===== src/design/lpm_pkg.sv =====
// constants shared by both ends of the low-power mode controller
// assumes one clock, pclk, also used as the crystal clock count base
package lpm_pkg;
    // apb register offsets
    localparam logic [7:0] OFS_CTRL = 8'h00;
    localparam logic [7:0] OFS_PLL = 8'h04;
    localparam logic [7:0] OFS_STAT = 8'h08;
    // control register bit positions
    localparam int B_OSC_RUN = 0;
    localparam int B_SHORT_REC = 1;
    localparam int B_HALT_EN = 2;
    localparam int B_SUP_EN = 3;
    localparam int B_TICK_EN = 4;
    localparam int B_SUP_RST = 5;
    localparam int B_BREAK_EN = 6;
    localparam int CTRL_W = 7;
    localparam logic [6:0] CTRL_RST = 7'h7C;
    // pll register bits
    localparam int B_BASE_SEL = 0;
    localparam int B_PLL_PWR = 1;
    // status register bits (break flag and serial invalid are write-one-clear, mask is read-only)
    localparam int B_BREAK_FLAG = 0;
    localparam int B_MASK = 1;
    localparam int B_SER_BAD = 2;
    localparam int B_STATE = 4;
    // recovery lengths and watchdog service period in crystal cycles
    localparam int REC_LONG = 4096;
    localparam int REC_SHORT = 32;
    localparam int WDOG_SERVICE = 1024;
    // controller state
    typedef enum logic [3:0] {
        ST_RUN = 4'b0001,
        ST_STBY = 4'b0010,
        ST_HALT = 4'b0100,
        ST_RECOV = 4'b1000
    } lpm_state_e;
endpackage


===== src/design/lpm_if.sv =====
// link between the processor core end and the low-power controller end
// assumes both ends run on the same pclk
`timescale 1ns/1ps
interface lpm_if;
    logic standby_op; // core: standby opcode executed, pulse
    logic halt_op; // core: halt opcode executed, pulse
    logic conv_chan_off; // core: converter powered down, level
    logic pll_release; // core: clear base select and pll power, pulse
    logic wdog_service; // core: watchdog clear, pulse
    logic core_clk_run; // dev: core clock enable, level
    logic irq_mask; // dev: core interrupt mask flag
    logic break_flag; // dev: break during standby or halt flag
    logic wake_irq; // dev: woken by interrupt, pulse
    logic wake_reset; // dev: woken by reset, pulse
    modport dev (
        input standby_op, halt_op, conv_chan_off, pll_release, wdog_service,
        output core_clk_run, irq_mask, break_flag, wake_irq, wake_reset
    );
    modport core (
        output standby_op, halt_op, conv_chan_off, pll_release, wdog_service,
        input core_clk_run, irq_mask, break_flag, wake_irq, wake_reset
    );
endinterface


===== src/design/lpm_device.sv =====
// low-power controller end: standby and halt sequencing, clock gating,
// per-module enables, wake and recovery, apb control registers
// assumes wake sources from same-clock logic, except the external and
// keypad requests, which are pins and get synchronised here
//
// The APB register port and the placing of the registers were chosen for this implementation.
`timescale 1ns/1ps
module lpm_device
    import lpm_pkg::*;
#(
    parameter int REC_LONG_CYC = REC_LONG,
    parameter int REC_SHORT_CYC = REC_SHORT
)(
    input wire logic pclk,
    input wire logic presetn,
    lpm_if.dev lnk,
    input wire logic psel,
    input wire logic penable,
    input wire logic pwrite,
    input wire logic [7:0] paddr,
    input wire logic [31:0] pwdata,
    output logic [31:0] prdata,
    output logic pready,
    output logic pslverr,
    input wire logic ext_irq_pin,
    input wire logic kbd_irq_pin,
    input wire logic external_irq_mask,
    input wire logic keypad_irq_mask,
    input wire logic conv_irq,
    input wire logic break_irq,
    input wire logic ser_irq,
    input wire logic ser_busy,
    input wire logic sup_reset,
    output logic core_clk_en,
    output logic bus_clk_en,
    output logic osc_en,
    output logic pll_en,
    output logic base_clock_select,
    output logic crystal_clock_output_en,
    output logic generator_clock_output_en,
    output logic generator_interrupt_output_en,
    output logic conv_active,
    output logic conv_powered,
    output logic conv_abort,
    output logic conv_settle,
    output logic break_active,
    output logic wdog_clk_en,
    output logic wdog_prescaler_clr,
    output logic wdog_clear,
    output logic ser_active,
    output logic supply_monitor_en,
    output logic tick_en,
    output logic sys_reset_req
);
    initial
    begin
        if (REC_LONG_CYC < 1 || REC_LONG_CYC > 4096 || REC_SHORT_CYC < 1
            || REC_SHORT_CYC > REC_LONG_CYC)
            $error("recovery counts out of range");
    end

    typedef struct packed {
        lpm_state_e st; // controller state
        logic [CTRL_W-1:0] ctrl; // option register
        logic base_sel; // base clock select
        logic pll_pwr; // pll power bit
        logic break_flag; // break during standby or halt flag
        logic mask; // core interrupt mask flag
        logic ser_bad; // serial transfer cut by halt
        logic [11:0] rcnt; // recovery counter
        logic [2:0] ext_s; // external pin synchroniser
        logic [2:0] kbd_s; // keypad pin synchroniser
        logic ext_f; // filtered external request
        logic kbd_f; // filtered keypad request
        logic abort; // conversion abort pulse
        logic settle; // converter settle pulse
        logic wdclr; // prescaler clear pulse
        logic svc; // watchdog clear pulse
        logic wk_irq; // wake by interrupt pulse
        logic wk_rst; // wake by reset pulse
        logic [31:0] rdata; // apb read data
        logic err; // apb error answer
    } lpm_dev_s;

    lpm_dev_s s, next_s;

    // address decode shared by read and write paths
    function automatic logic is_mapped(input logic [7:0] a);
        return a == OFS_CTRL || a == OFS_PLL || a == OFS_STAT;
    endfunction

    logic wr_acc;
    logic ext_ok;
    logic kbd_ok;
    logic sup_ok;
    logic stby_wake;
    logic halt_wake;
    logic [11:0] rec_len;

    assign wr_acc = psel && penable && pwrite && is_mapped(paddr);
    assign ext_ok = s.ext_f && !external_irq_mask;
    assign kbd_ok = s.kbd_f && !keypad_irq_mask;
    assign sup_ok = sup_reset && s.ctrl[B_SUP_EN] && s.ctrl[B_SUP_RST];
    assign stby_wake = conv_irq || ser_irq || ext_ok || kbd_ok
        || (break_irq && s.ctrl[B_BREAK_EN]);
    assign halt_wake = ext_ok || kbd_ok || break_irq;
    assign rec_len = s.ctrl[B_SHORT_REC] ? 12'(REC_SHORT_CYC - 1)
        : 12'(REC_LONG_CYC - 1);

    ////////////////////////////////////////////////////////////////
    // next state: synchronisers, mode sequencing, register writes
    always_comb
    begin
        next_s = s;
        next_s.abort = 1'b0;
        next_s.settle = 1'b0;
        next_s.wdclr = 1'b0;
        next_s.wk_irq = 1'b0;
        next_s.wk_rst = 1'b0;
        next_s.svc = lnk.wdog_service;
        next_s.err = 1'b0;
        // pins pass three flops; a change counts when flops two and three agree
        next_s.ext_s = {s.ext_s[1:0], ext_irq_pin};
        next_s.kbd_s = {s.kbd_s[1:0], kbd_irq_pin};
        if (s.ext_s[1] == s.ext_s[2])
            next_s.ext_f = s.ext_s[2];
        if (s.kbd_s[1] == s.kbd_s[2])
            next_s.kbd_f = s.kbd_s[2];
        // software writes first, so hardware sets below win over clears
        if (wr_acc)
        begin
            unique case (paddr)
                OFS_CTRL: next_s.ctrl = pwdata[CTRL_W-1:0];
                OFS_PLL:
                begin
                    next_s.base_sel = pwdata[B_BASE_SEL];
                    next_s.pll_pwr = pwdata[B_PLL_PWR];
                end
                default:
                begin
                    if (pwdata[B_BREAK_FLAG])
                        next_s.break_flag = 1'b0;
                    if (pwdata[B_SER_BAD])
                        next_s.ser_bad = 1'b0;
                end
            endcase
        end
        if (lnk.pll_release)
        begin
            next_s.base_sel = 1'b0;
            next_s.pll_pwr = 1'b0;
        end
        unique case (s.st)
            ST_RUN:
            begin
                if (lnk.standby_op)
                begin
                    next_s.mask = 1'b0;
                    next_s.st = ST_STBY;
                end
                // halt opcode honoured only when enabled
                else if (lnk.halt_op && s.ctrl[B_HALT_EN])
                begin
                    next_s.mask = 1'b0;
                    next_s.abort = 1'b1;
                    next_s.wdclr = 1'b1;
                    // drop vco, fall back to crystal
                    next_s.base_sel = 1'b0;
                    if (ser_busy)
                        next_s.ser_bad = 1'b1;
                    next_s.st = ST_HALT;
                end
            end
            ST_STBY:
            begin
                if (sup_ok)
                begin
                    next_s.mask = 1'b1;
                    next_s.wk_rst = 1'b1;
                    next_s.st = ST_RUN;
                end
                else if (stby_wake)
                begin
                    if (break_irq && s.ctrl[B_BREAK_EN])
                        next_s.break_flag = 1'b1;
                    next_s.wk_irq = 1'b1;
                    next_s.st = ST_RUN;
                end
            end
            ST_HALT:
            begin
                if (sup_ok || halt_wake)
                begin
                    next_s.mask = sup_ok ? 1'b1 : s.mask;
                    next_s.wk_rst = sup_ok;
                    if (break_irq && !sup_ok)
                        next_s.break_flag = 1'b1;
                    next_s.settle = !sup_ok && (ext_ok || kbd_ok);
                    next_s.rcnt = rec_len;
                    next_s.st = ST_RECOV;
                end
            end
            ST_RECOV:
            begin
                if (s.rcnt == 12'h000)
                begin
                    next_s.wk_irq = !s.wk_rst;
                    next_s.st = ST_RUN;
                end
                else
                    next_s.rcnt = s.rcnt - 12'h001;
                // kept through recovery so it shows in the first run cycle
                next_s.wk_rst = s.wk_rst;
            end
        endcase
        // read data captured at the setup cycle
        if (psel && !penable)
        begin
            next_s.rdata = 32'h00000000;
            next_s.err = !is_mapped(paddr);
            if (paddr == OFS_CTRL)
                next_s.rdata[CTRL_W-1:0] = s.ctrl;
            else if (paddr == OFS_PLL)
                next_s.rdata[B_PLL_PWR:B_BASE_SEL] = {s.pll_pwr, s.base_sel};
            else if (paddr == OFS_STAT)
                next_s.rdata[B_STATE+3:0] = {s.st, 1'b0, s.ser_bad, s.mask, s.break_flag};
        end
        else if (psel)
            next_s.err = s.err;
    end

    // state register
    always_ff @(posedge pclk or negedge presetn)
    begin
        if (!presetn)
        begin
            s <= '0;
            s.st <= ST_RUN;
            s.ctrl <= CTRL_RST;
            s.mask <= 1'b1;
        end
        else
            s <= next_s;
    end

    ////////////////////////////////////////////////////////////////
    // outputs decoded from registered state
    assign prdata = s.rdata;
    assign pready = 1'b1;
    assign pslverr = psel && penable && s.err;
    assign lnk.core_clk_run = (s.st == ST_RUN);
    assign lnk.irq_mask = s.mask;
    assign lnk.break_flag = s.break_flag;
    assign lnk.wake_irq = s.wk_irq;
    assign lnk.wake_reset = s.wk_rst && s.st == ST_RUN;
    assign core_clk_en = (s.st == ST_RUN);
    // bus clock stops in halt unless osc bit, and throughout recovery
    assign bus_clk_en = s.st == ST_RUN || s.st == ST_STBY
        || (s.st == ST_HALT && s.ctrl[B_OSC_RUN]);
    // oscillator off in halt by default
    assign osc_en = s.st != ST_HALT || s.ctrl[B_OSC_RUN];
    // pll off throughout halt and recovery
    assign pll_en = s.pll_pwr && s.st != ST_HALT && s.st != ST_RECOV;
    assign base_clock_select = s.base_sel;
    assign crystal_clock_output_en = osc_en;
    assign generator_clock_output_en = osc_en && s.st != ST_RECOV;
    assign generator_interrupt_output_en = osc_en && s.st != ST_RECOV;
    assign conv_active = s.st == ST_RUN || s.st == ST_STBY;
    assign conv_powered = conv_active && !lnk.conv_chan_off;
    assign conv_abort = s.abort;
    assign conv_settle = s.settle;
    assign break_active = s.ctrl[B_BREAK_EN] && (s.st == ST_RUN || s.st == ST_STBY);
    assign wdog_clk_en = s.st != ST_HALT;
    assign wdog_prescaler_clr = s.wdclr;
    assign wdog_clear = s.svc;
    assign ser_active = s.st != ST_HALT && s.st != ST_RECOV;
    // option bits for monitor and tick
    assign supply_monitor_en = s.ctrl[B_SUP_EN];
    assign tick_en = s.ctrl[B_TICK_EN] && s.st != ST_HALT;
    assign sys_reset_req = lnk.wake_reset;
endmodule


===== src/flat_wrapper.sv =====
// flat-port wrapper written by rule: the top's interface ports become plain ports
module lpm_device_flat import lpm_pkg::*;
#(
    parameter int REC_LONG_CYC = REC_LONG,
    parameter int REC_SHORT_CYC = REC_SHORT
)
  (pclk, presetn, psel, penable, pwrite, paddr, pwdata, prdata, pready, pslverr, ext_irq_pin, kbd_irq_pin, external_irq_mask, keypad_irq_mask, conv_irq, break_irq, ser_irq, ser_busy, sup_reset, core_clk_en, bus_clk_en, osc_en, pll_en, base_clock_select, crystal_clock_output_en, generator_clock_output_en, generator_interrupt_output_en, conv_active, conv_powered, conv_abort, conv_settle, break_active, wdog_clk_en, wdog_prescaler_clr, wdog_clear, ser_active, supply_monitor_en, tick_en, sys_reset_req, lnk_standby_op, lnk_halt_op, lnk_conv_chan_off, lnk_pll_release, lnk_wdog_service, lnk_core_clk_run, lnk_irq_mask, lnk_break_flag, lnk_wake_irq, lnk_wake_reset);
  lpm_if lnk_i ();
  input wire logic pclk;
  input wire logic presetn;
  input wire logic psel;
  input wire logic penable;
  input wire logic pwrite;
  input wire logic [7:0] paddr;
  input wire logic [31:0] pwdata;
  output logic [31:0] prdata;
  output logic pready;
  output logic pslverr;
  input wire logic ext_irq_pin;
  input wire logic kbd_irq_pin;
  input wire logic external_irq_mask;
  input wire logic keypad_irq_mask;
  input wire logic conv_irq;
  input wire logic break_irq;
  input wire logic ser_irq;
  input wire logic ser_busy;
  input wire logic sup_reset;
  output logic core_clk_en;
  output logic bus_clk_en;
  output logic osc_en;
  output logic pll_en;
  output logic base_clock_select;
  output logic crystal_clock_output_en;
  output logic generator_clock_output_en;
  output logic generator_interrupt_output_en;
  output logic conv_active;
  output logic conv_powered;
  output logic conv_abort;
  output logic conv_settle;
  output logic break_active;
  output logic wdog_clk_en;
  output logic wdog_prescaler_clr;
  output logic wdog_clear;
  output logic ser_active;
  output logic supply_monitor_en;
  output logic tick_en;
  output logic sys_reset_req;
  input wire logic [$bits(lnk_i.standby_op)-1:0] lnk_standby_op;
  input wire logic [$bits(lnk_i.halt_op)-1:0] lnk_halt_op;
  input wire logic [$bits(lnk_i.conv_chan_off)-1:0] lnk_conv_chan_off;
  input wire logic [$bits(lnk_i.pll_release)-1:0] lnk_pll_release;
  input wire logic [$bits(lnk_i.wdog_service)-1:0] lnk_wdog_service;
  output wire logic [$bits(lnk_i.core_clk_run)-1:0] lnk_core_clk_run;
  output wire logic [$bits(lnk_i.irq_mask)-1:0] lnk_irq_mask;
  output wire logic [$bits(lnk_i.break_flag)-1:0] lnk_break_flag;
  output wire logic [$bits(lnk_i.wake_irq)-1:0] lnk_wake_irq;
  output wire logic [$bits(lnk_i.wake_reset)-1:0] lnk_wake_reset;
  assign lnk_i.standby_op = lnk_standby_op;
  assign lnk_i.halt_op = lnk_halt_op;
  assign lnk_i.conv_chan_off = lnk_conv_chan_off;
  assign lnk_i.pll_release = lnk_pll_release;
  assign lnk_i.wdog_service = lnk_wdog_service;
  assign lnk_core_clk_run = lnk_i.core_clk_run;
  assign lnk_irq_mask = lnk_i.irq_mask;
  assign lnk_break_flag = lnk_i.break_flag;
  assign lnk_wake_irq = lnk_i.wake_irq;
  assign lnk_wake_reset = lnk_i.wake_reset;
  lpm_device #(.REC_LONG_CYC(REC_LONG_CYC), .REC_SHORT_CYC(REC_SHORT_CYC)) u_core (.pclk(pclk), .presetn(presetn), .lnk(lnk_i), .psel(psel), .penable(penable), .pwrite(pwrite), .paddr(paddr), .pwdata(pwdata), .prdata(prdata), .pready(pready), .pslverr(pslverr), .ext_irq_pin(ext_irq_pin), .kbd_irq_pin(kbd_irq_pin), .external_irq_mask(external_irq_mask), .keypad_irq_mask(keypad_irq_mask), .conv_irq(conv_irq), .break_irq(break_irq), .ser_irq(ser_irq), .ser_busy(ser_busy), .sup_reset(sup_reset), .core_clk_en(core_clk_en), .bus_clk_en(bus_clk_en), .osc_en(osc_en), .pll_en(pll_en), .base_clock_select(base_clock_select), .crystal_clock_output_en(crystal_clock_output_en), .generator_clock_output_en(generator_clock_output_en), .generator_interrupt_output_en(generator_interrupt_output_en), .conv_active(conv_active), .conv_powered(conv_powered), .conv_abort(conv_abort), .conv_settle(conv_settle), .break_active(break_active), .wdog_clk_en(wdog_clk_en), .wdog_prescaler_clr(wdog_prescaler_clr), .wdog_clear(wdog_clear), .ser_active(ser_active), .supply_monitor_en(supply_monitor_en), .tick_en(tick_en), .sys_reset_req(sys_reset_req));
endmodule

===== config.mk =====
export PLATFORM = sky130hd
export DESIGN_NAME = lpm_device_flat
export DESIGN_NICKNAME = d
export VERILOG_FILES = /design/src/design/lpm_pkg.sv /design/src/design/lpm_if.sv /design/src/design/lpm_device.sv /design/src/flat_wrapper.sv
export SDC_FILE = /design/constraint.sdc
export NUM_CORES = 1
export LEC_CHECK = 0
export ABC_AREA = 1
export ABC_CLOCK_PERIOD_IN_PS = 3100
export BUFFER_PORTS_ARGS = -buffer_cell sky130_fd_sc_hd__buf_2
export CAP_MARGIN = 20
export CORE_UTILIZATION = 37
export CTS_CLUSTER_SIZE = 28
export DETAILED_ROUTE_END_ITERATION = 12
export GPL_TIMING_DRIVEN = 1
export PLACE_DENSITY_LB_ADDON = 0.25
export SYNTH_ARGS = -nofsm -noshare
export SYNTH_HDL_FRONTEND = slang
export SYNTH_SLANG_ARGS = --single-unit

===== constraint.sdc =====
create_clock -name pclk -period 3.1 [get_ports pclk]
set_input_delay 0.465 -clock pclk [delete_from_list [all_inputs] [get_ports pclk]]
set_output_delay 0.465 -clock pclk [all_outputs]
set_load 0.005 [all_outputs]

## Yosys cells after proc, flatten, opt, wreduce, memory -nomap -nowiden

Index checks and enable logic that the tools add are counted.
Widths: inputs -> output; s select.

| storage, ports and cells | value |
|---|---|
| word-level logic and storage cells | 143 |
| flip-flop bits (word level) | 50 |
| output and inout bits | 59 |

| operators by class | value |
|---|---|
| reductions and logical operators | 53 |
| equal/unequal tests | 16 |
| $add $sub $neg | 1 |
| muxes and demuxes | 54 |

Operator list:

| operator | number |
|---|---|
| $mux 12 | 3 |
| $mux 1 | 30 |
| $mux 4 | 6 |
| $pmux 12 s2 | 1 |
| $logic_and 1x1->1 | 22 |
| $pmux 4 s4 | 1 |
| $logic_not 12->1 | 1 |
| $logic_or 1x1->1 | 12 |
| $sub 12x1->12 const B | 1 |
| $mux 2 | 5 |
| $eq 8x3->1 const B | 1 |
| $eq 8x4->1 const B | 1 |
| $logic_not 8->1 | 1 |
| $mux 8 | 1 |
| $logic_not 1->1 | 7 |
| $mux 7 | 1 |
| $mux 6 | 1 |
| $ne 2x1->1 const B | 3 |
| $ne 3x1->1 const B | 2 |
| $pmux 1 s3 | 2 |
| $reduce_and 3->1 | 2 |
| $reduce_bool 2->1 | 3 |
| $eq 4x1->1 const B | 1 |
| $eq 4x2->1 const B | 1 |
| 12 further kinds | 15 |

## Logic depth before layout (Yosys ltp)

| logic depth | value |
|---|---|
| depth after elaboration | 9 |
| mapped depth | 11 |
| depth with buffers taken out | 11 |

## Worst setup path after synthesis

OpenSTA, ideal clock, no wires.

| path | value |
|---|---|
| path type | register to output |
| from | register u_core.s[72] (netlist name) |
| to | output generator_interrupt_output_en |
| data arrival time | 1.261 ns |
| slack | 1.374 ns |
| stages on the path, launching flop included | 8 |
| data required time | 2.635 ns |
| buffers on the path | 1 |
| path through | dfrtp_1 nor2_1 inv_1 nor3_4 nand2_1 nand2_1 inv_1 buf_4 |

| between the ends | value |
|---|---|
| word-level cells in the longest chain between the ends | 3 |
| elaborated cells on any way between the ends | 4 |
| classes of those cells | eq/ne: 2; reduce/logical: 2 |

Ends and longest elaborated chain:

| item | RTL line | source |
|---|---|---|
| start, declared | lpm_device.sv:85 | `lpm_dev_s s, next_s;` |
| start signal, assigned | lpm_device.sv:243 | `s <= next_s;` |
| $ne 4x3->1 | lpm_device.sv:261 | `assign osc_en = s.st != ST_HALT \|\| s.ctrl[B_OSC_RUN];` |
| $logic_or 1x1->1 | lpm_device.sv:261 |  |
| named net crystal_clock_output_en | flat_wrapper.sv:33 | `output logic crystal_clock_output_en;` |
| $logic_and 1x1->1 | - |  |
| end, declared | flat_wrapper.sv:35 | `output logic generator_interrupt_output_en;` |

The timed path passes the listed nets, and every way through them passes these cells.

## Final worst setup path

| path | value |
|---|---|
| from | register u_core.s[72] (netlist name) |
| to | output bus_clk_en |

| between the ends | value |
|---|---|
| word-level cells in the longest chain between the ends | 3 |
| elaborated cells on any way between the ends | 6 |
| classes of those cells | eq/ne: 3; reduce/logical: 3 |

Ends and longest elaborated chain:

| item | RTL line | source |
|---|---|---|
| $eq 4x1->1, or another cell as far along | lpm_device.sv:258 | `assign bus_clk_en = s.st == ST_RUN \|\| s.st == ST_STBY` |
| $logic_or 1x1->1 / $logic_and 1x1->1 (equally long branches) | lpm_device.sv:258, lpm_device.sv:259 |  |
| $logic_or 1x1->1 (*) | lpm_device.sv:259 | `\|\| (s.st == ST_HALT && s.ctrl[B_OSC_RUN]);` |
| end, declared | flat_wrapper.sv:29 | `output logic bus_clk_en;` |

Every way passes the cells marked *; elsewhere a longest branch is shown, timed or not.

==> flow_summary.html <==
<table>
<tr><th>Metric</th><th>Value</th></tr>
<tr><th colspan="2">Outcome</th></tr>
<tr><td>Result of the run</td><td>finished clean</td></tr>
<tr><th colspan="2">CTS</th></tr>
<tr><td>Clk buf depth</td><td>2</td></tr>
<tr><td>CTS H-Tree Depth</td><td>2</td></tr>
<tr><td>Clk_lat worst skew</td><td>approximately 0.3 ns</td></tr>
<tr><td>Number of hold buffers added after cts</td><td>0</td></tr>
<tr><td>TritonCTS clock tree</td><td>built</td></tr>
<tr><td>Setup repair bufs after CTS</td><td>0</td></tr>
<tr><td>Clk pin slew, worst setup/hold paths</td><td>0.08 ns</td></tr>
<tr><td>Clock tree sinks</td><td>50</td></tr>
<tr><td>Root Driver</td><td>sky130_fd_sc_hd__clkbuf_8</td></tr>
<tr><td>CTS Buf Count</td><td>5</td></tr>
<tr><td>Post-CTS Resized</td><td>0</td></tr>
<tr><th colspan="2">Critical path</th></tr>
<tr><td>Crit end category</td><td>output port</td></tr>
<tr><td>Crit path largest cell delay</td><td>between 0.4 and 0.5 ns</td></tr>
<tr><td>Worst-path fanout max</td><td>10</td></tr>
<tr><td>Origin of the critical flop-to-flop path</td><td>u_core.s[72]</td></tr>
<tr><td>Start point of the critical path</td><td>u_core.s[72]</td></tr>
<tr><td>Setup slack on the worst flop-to-flop path</td><td>1.29 ns</td></tr>
<tr><td>Worst path arrival time</td><td>1.83 ns</td></tr>
<tr><td>Slowest stage cell, crit path</td><td>sky130_fd_sc_hd__nor3_4</td></tr>
<tr><td>Kind of start point of the critical path</td><td>flop</td></tr>
<tr><td>Cells along the critical path</td><td>nor2_1 &gt; inv_1 &gt; nor3_4 &gt; inv_1 &gt; o21ai_0 &gt; buf_2</td></tr>
<tr><td>Worst reg2reg path depth</td><td>8</td></tr>
<tr><td>Start-to-end type of the worst setup path</td><td>reg -&gt; out</td></tr>
<tr><td>Reg2reg end</td><td>u_core.s[57]</td></tr>
<tr><td>Library cell appearing most often on the critical path</td><td>sky130_fd_sc_hd__inv_1</td></tr>
<tr><td>Worst Path Required</td><td>approximately 2.6 ns</td></tr>
<tr><td>Critical Path End</td><td>bus_clk_en</td></tr>
<tr><th colspan="2">Floorplanning</th></tr>
<tr><td>Row count</td><td>31</td></tr>
<tr><td>Die Span Y</td><td>a little over 90 um</td></tr>
<tr><td>Std-Cell Core Area</td><td>roughly 7400 sq um</td></tr>
<tr><td>Width of the die</td><td>just over 90 um</td></tr>
<tr><td>Die Footprint</td><td>~8200 sq um</td></tr>
<tr><td>Effective utilization at floorplan</td><td>39.1%</td></tr>
<tr><td>I/O pin cnt</td><td>about 120</td></tr>
<tr><th colspan="2">Timing</th></tr>
<tr><td>Fin. Hold Viols</td><td>0</td></tr>
<tr><td>RSZ-0062 raised after global routing</td><td>false</td></tr>
<tr><td>Slew of the pin with the lowest slew margin</td><td>0.736 ns</td></tr>
<tr><td>Final setup fails</td><td>0</td></tr>
<tr><td>Max-slew violation total from the final report</td><td>0</td></tr>
<tr><td>Final-layout setup total negative slack</td><td>0 ns</td></tr>
<tr><td>Period minus WS final</td><td>roughly 2.3 ns</td></tr>
<tr><td>Worst slew slack as a fraction of its limit</td><td>approximately half</td></tr>
<tr><td>Skew final</td><td>0.00790 ns</td></tr>
<tr><td>Max Freq</td><td>about 0.43 GHz</td></tr>
<tr><td>Minimum hold slack</td><td>just over 0.2 ns</td></tr>
<tr><td>Post-route fraction of the period consumed by the critical path</td><td>about three quarters</td></tr>
<tr><th colspan="2">Detailed routing</th></tr>
<tr><td>First-pass iteration count of the detailed router</td><td>4</td></tr>
<tr><td>Routed vias</td><td>2505</td></tr>
<tr><td>Iteration-0 DRC count of the detailed router</td><td>110</td></tr>
<tr><td>Detail Route Antenna Nets</td><td>0</td></tr>
<tr><td>Wire length after detailed routing</td><td>about 6600 um</td></tr>
<tr><td>Number of vias per cell after detailed routing</td><td>approximately 4.5</td></tr>
<tr><td>Wire length per cell</td><td>approximately 12 um</td></tr>
<tr><td>DR DRC count</td><td>0</td></tr>
<tr><th colspan="2">Place</th></tr>
<tr><td>RD Place Congestion</td><td>a little over 0.8</td></tr>
<tr><td>Detailed placement HPWL</td><td>slightly above 5000 um</td></tr>
<tr><td>Quantity of I/O buffers inserted on ports</td><td>67</td></tr>
<tr><td>Post-place instance area</td><td>about 3100 sq um</td></tr>
<tr><th colspan="2">Global route</th></tr>
<tr><td>Vias in the first global route</td><td>about 2.4k</td></tr>
<tr><td>Final global-route overflow total</td><td>0</td></tr>
<tr><td>Pin count of the biggest net entering global routing</td><td>33</td></tr>
<tr><td>Overall track demand over capacity in global routing</td><td>~17%</td></tr>
<tr><td>Global-route wire length before repair</td><td>11300 um</td></tr>
<tr><td>Number of antenna violations at the first check in global routing</td><td>0</td></tr>
<tr><th colspan="2">Flow run</th></tr>
<tr><td>Max-Cap Viols</td><td>0</td></tr>
<tr><th colspan="2">Pwr</th></tr>
<tr><td>Static leakage</td><td>~1.8 nW</td></tr>
<tr><td>Relative contribution of the clock network to total power</td><td>23.4%</td></tr>
<tr><td>Net switching power figure</td><td>between 0.0007 and 0.0008 W</td></tr>
<tr><td>Peak supply drop</td><td>0.335 mV</td></tr>
<tr><td>Power, Total</td><td>0.00192 W</td></tr>
<tr><td>Power Dens Cells</td><td>592 nW/um^2</td></tr>
<tr><td>Net switching fraction of the power</td><td>a little under two fifths</td></tr>
<tr><td>Internal power</td><td>0.00121 W</td></tr>
<tr><td>Fraction of power consumed by combinational cells</td><td>approximately a third</td></tr>
<tr><td>Share of power burned in registers</td><td>a little over two fifths</td></tr>
<tr><th colspan="2">Synthesis</th></tr>
<tr><td>Dominant synthesized flop cell</td><td>sky130_fd_sc_hd__dfrtp_1</td></tr>
<tr><td>Sequential area share after synthesis</td><td>between 40 and 50%</td></tr>
<tr><td>Synthesis warning total</td><td>0</td></tr>
<tr><td>Post-synthesis cell type count</td><td>26</td></tr>
<tr><td>Synth Cell Area</td><td>2900 sq um</td></tr>
<tr><td>Cell type with the largest total area after synthesis</td><td>sky130_fd_sc_hd__dfrtp_1</td></tr>
<tr><td>Share of Yosys cell area claimed by the top area cell type</td><td>a little under two fifths</td></tr>
<tr><td>Gate Count Post-Synth</td><td>395</td></tr>
<tr><td>Largest cells by area after synthesis</td><td>sky130_fd_sc_hd__dfrtp_1 (37%), sky130_fd_sc_hd__nand2_1 (13%), sky130_fd_sc_hd__buf_4 (10%)</td></tr>
<tr><td>Proportion of register bits with asynchronous set or reset after synthesis</td><td>100%</td></tr>
<tr><td>Flops &amp; latches, synth</td><td>50</td></tr>
<tr><td>Leading cell type by number of instances after synthesis</td><td>sky130_fd_sc_hd__nand2_1</td></tr>
<tr><td>List of most frequent post-synthesis cells</td><td>sky130_fd_sc_hd__nand2_1 (103), sky130_fd_sc_hd__inv_1 (55), sky130_fd_sc_hd__nor2_1 (51)</td></tr>
<tr><td>Number of flops mapped to enable cells by yosys</td><td>0</td></tr>
<tr><td>Avg Inst Size Synth</td><td>approximately 7.3 sq um</td></tr>
<tr><th colspan="2">Finish</th></tr>
<tr><td>Area Growth Syn to Fin</td><td>11.9%</td></tr>
<tr><td>Post-Layout Inst Area</td><td>3240 sq um</td></tr>
<tr><td>Final layout net count</td><td>512</td></tr>
<tr><td>Antenna fix cells</td><td>0</td></tr>
<tr><td>Fraction of layout instances using a drive strength above 1</td><td>21.2%</td></tr>
<tr><th colspan="2">Worst hold path</th></tr>
<tr><td>Worst hold-check path type</td><td>in -&gt; async</td></tr>
</table>
[flip-flops by register name (all words and copies together), names as in the netlist]
| name | flops |
|---|---|
| u_core.supply_monitor_en | 1 |
| u_core.next_s | 4 |
| u_core.wdog_clear | 1 |
| u_core.s | 30 |
| u_core.lnk.irq_mask | 1 |
| u_core.conv_abort | 1 |
| u_core.base_clock_select | 1 |
| u_core.lnk.wake_irq | 1 |
| u_core.prdata | 8 |
| u_core.lnk.break_flag | 1 |
| u_core.conv_settle | 1 |
[placed cells by master (no fill, tap or decap), drive strengths merged, types with 2 or more instances in the layout]
cell / instances
nand3: 27
inv: 57
clkbuf: 7
dfrtp: 43
nand4: 2
nand2: 109
conb: 25
buf: 69
nor2: 54
nor3: 6
dfstp: 7
a21oi: 10
o31ai: 3
maj3: 2
o21ai: 27
[worst min path at each step]
stage	start	endpoint	slack [ns]	cells past startpoint
global route	kbd_irq_pin	u_core.next_s[42]	0.25	1
CTS	presetn	u_core.base_clock_select	0.23	1
finish	presetn	u_core.base_clock_select	0.21	1
global placement	u_core.next_s[45]	u_core.next_s[46]	0.33	0
detailed placement	u_core.next_s[45]	u_core.next_s[46]	0.34	0
floorplan	presetn	u_core.base_clock_select	0.17	0
[power by group through the flow]
stage          clock (W)  combinational (W)  sequential [W]
2_1_floorplan          0           0.000502        0.000813
3_3_place_gp           0           0.000636        0.000827
3_5_place_dp           0           0.000653        0.000830
4_1_cts         0.000463           0.000660        0.000817
5_1_grt         0.000490           0.000762        0.000829
6_report        0.000449           0.000652        0.000817
[per-layer routing]
layer | share of wire (%) | up-vias | global-route usage [%]
met5 | 0 | - | 0
met4 | 1.5 | 0 | 4.97
met3 | 6.2 | 9 | 3.28
met2 | 45 | 80 | 27.9
met1 | 47 | 1152 | 23.6
li1 | - | 1264 | -
[stage by stage]
step / std cells / utilization, % / worst slack [ns]
floorplan: 418 / - / 1.37
global placement: 544 / 42.3 / 1.09
detailed placement: 544 / 42.3 / 1.06
CTS: 552 / 43.8 / 0.795
global route: 552 / 43.8 / 0.548
finish: 552 / 43.8 / 0.801
[cells by family after synthesis]
family / after synthesis / synth area share, %
simple gates: 199 / 29.1
buf+inv: 100 / 18.6
flops: 50 / 43.5
compound gates: 41 / 7.38
fa+ha+maj: 3 / 1.12
other cells: 2 / 0.259
[critical path: cells and delay by family, from the launching register on]
| family | cells | cell delay, ns |
|---|---|---|
| DFF | 1 | 0.41 |
| and+or+nand+nor | 2 | 0.53 |
| AOI/OAI and AO/OA | 1 | 0.18 |
| buffers and inverters | 3 | 0.41 |
[cell type report]
type,instances,area (sq um)
Clock inverter,1,30.0
Clock buffer,7,76.3
Fill cell,800,4170
Tap cell,99,124
Timing Repair Buffer,69,350
Multi-Input combinational cell,268,1180
Sequential cell,50,1260
Inverter,58,218
(Power assumes the default switching activity.)
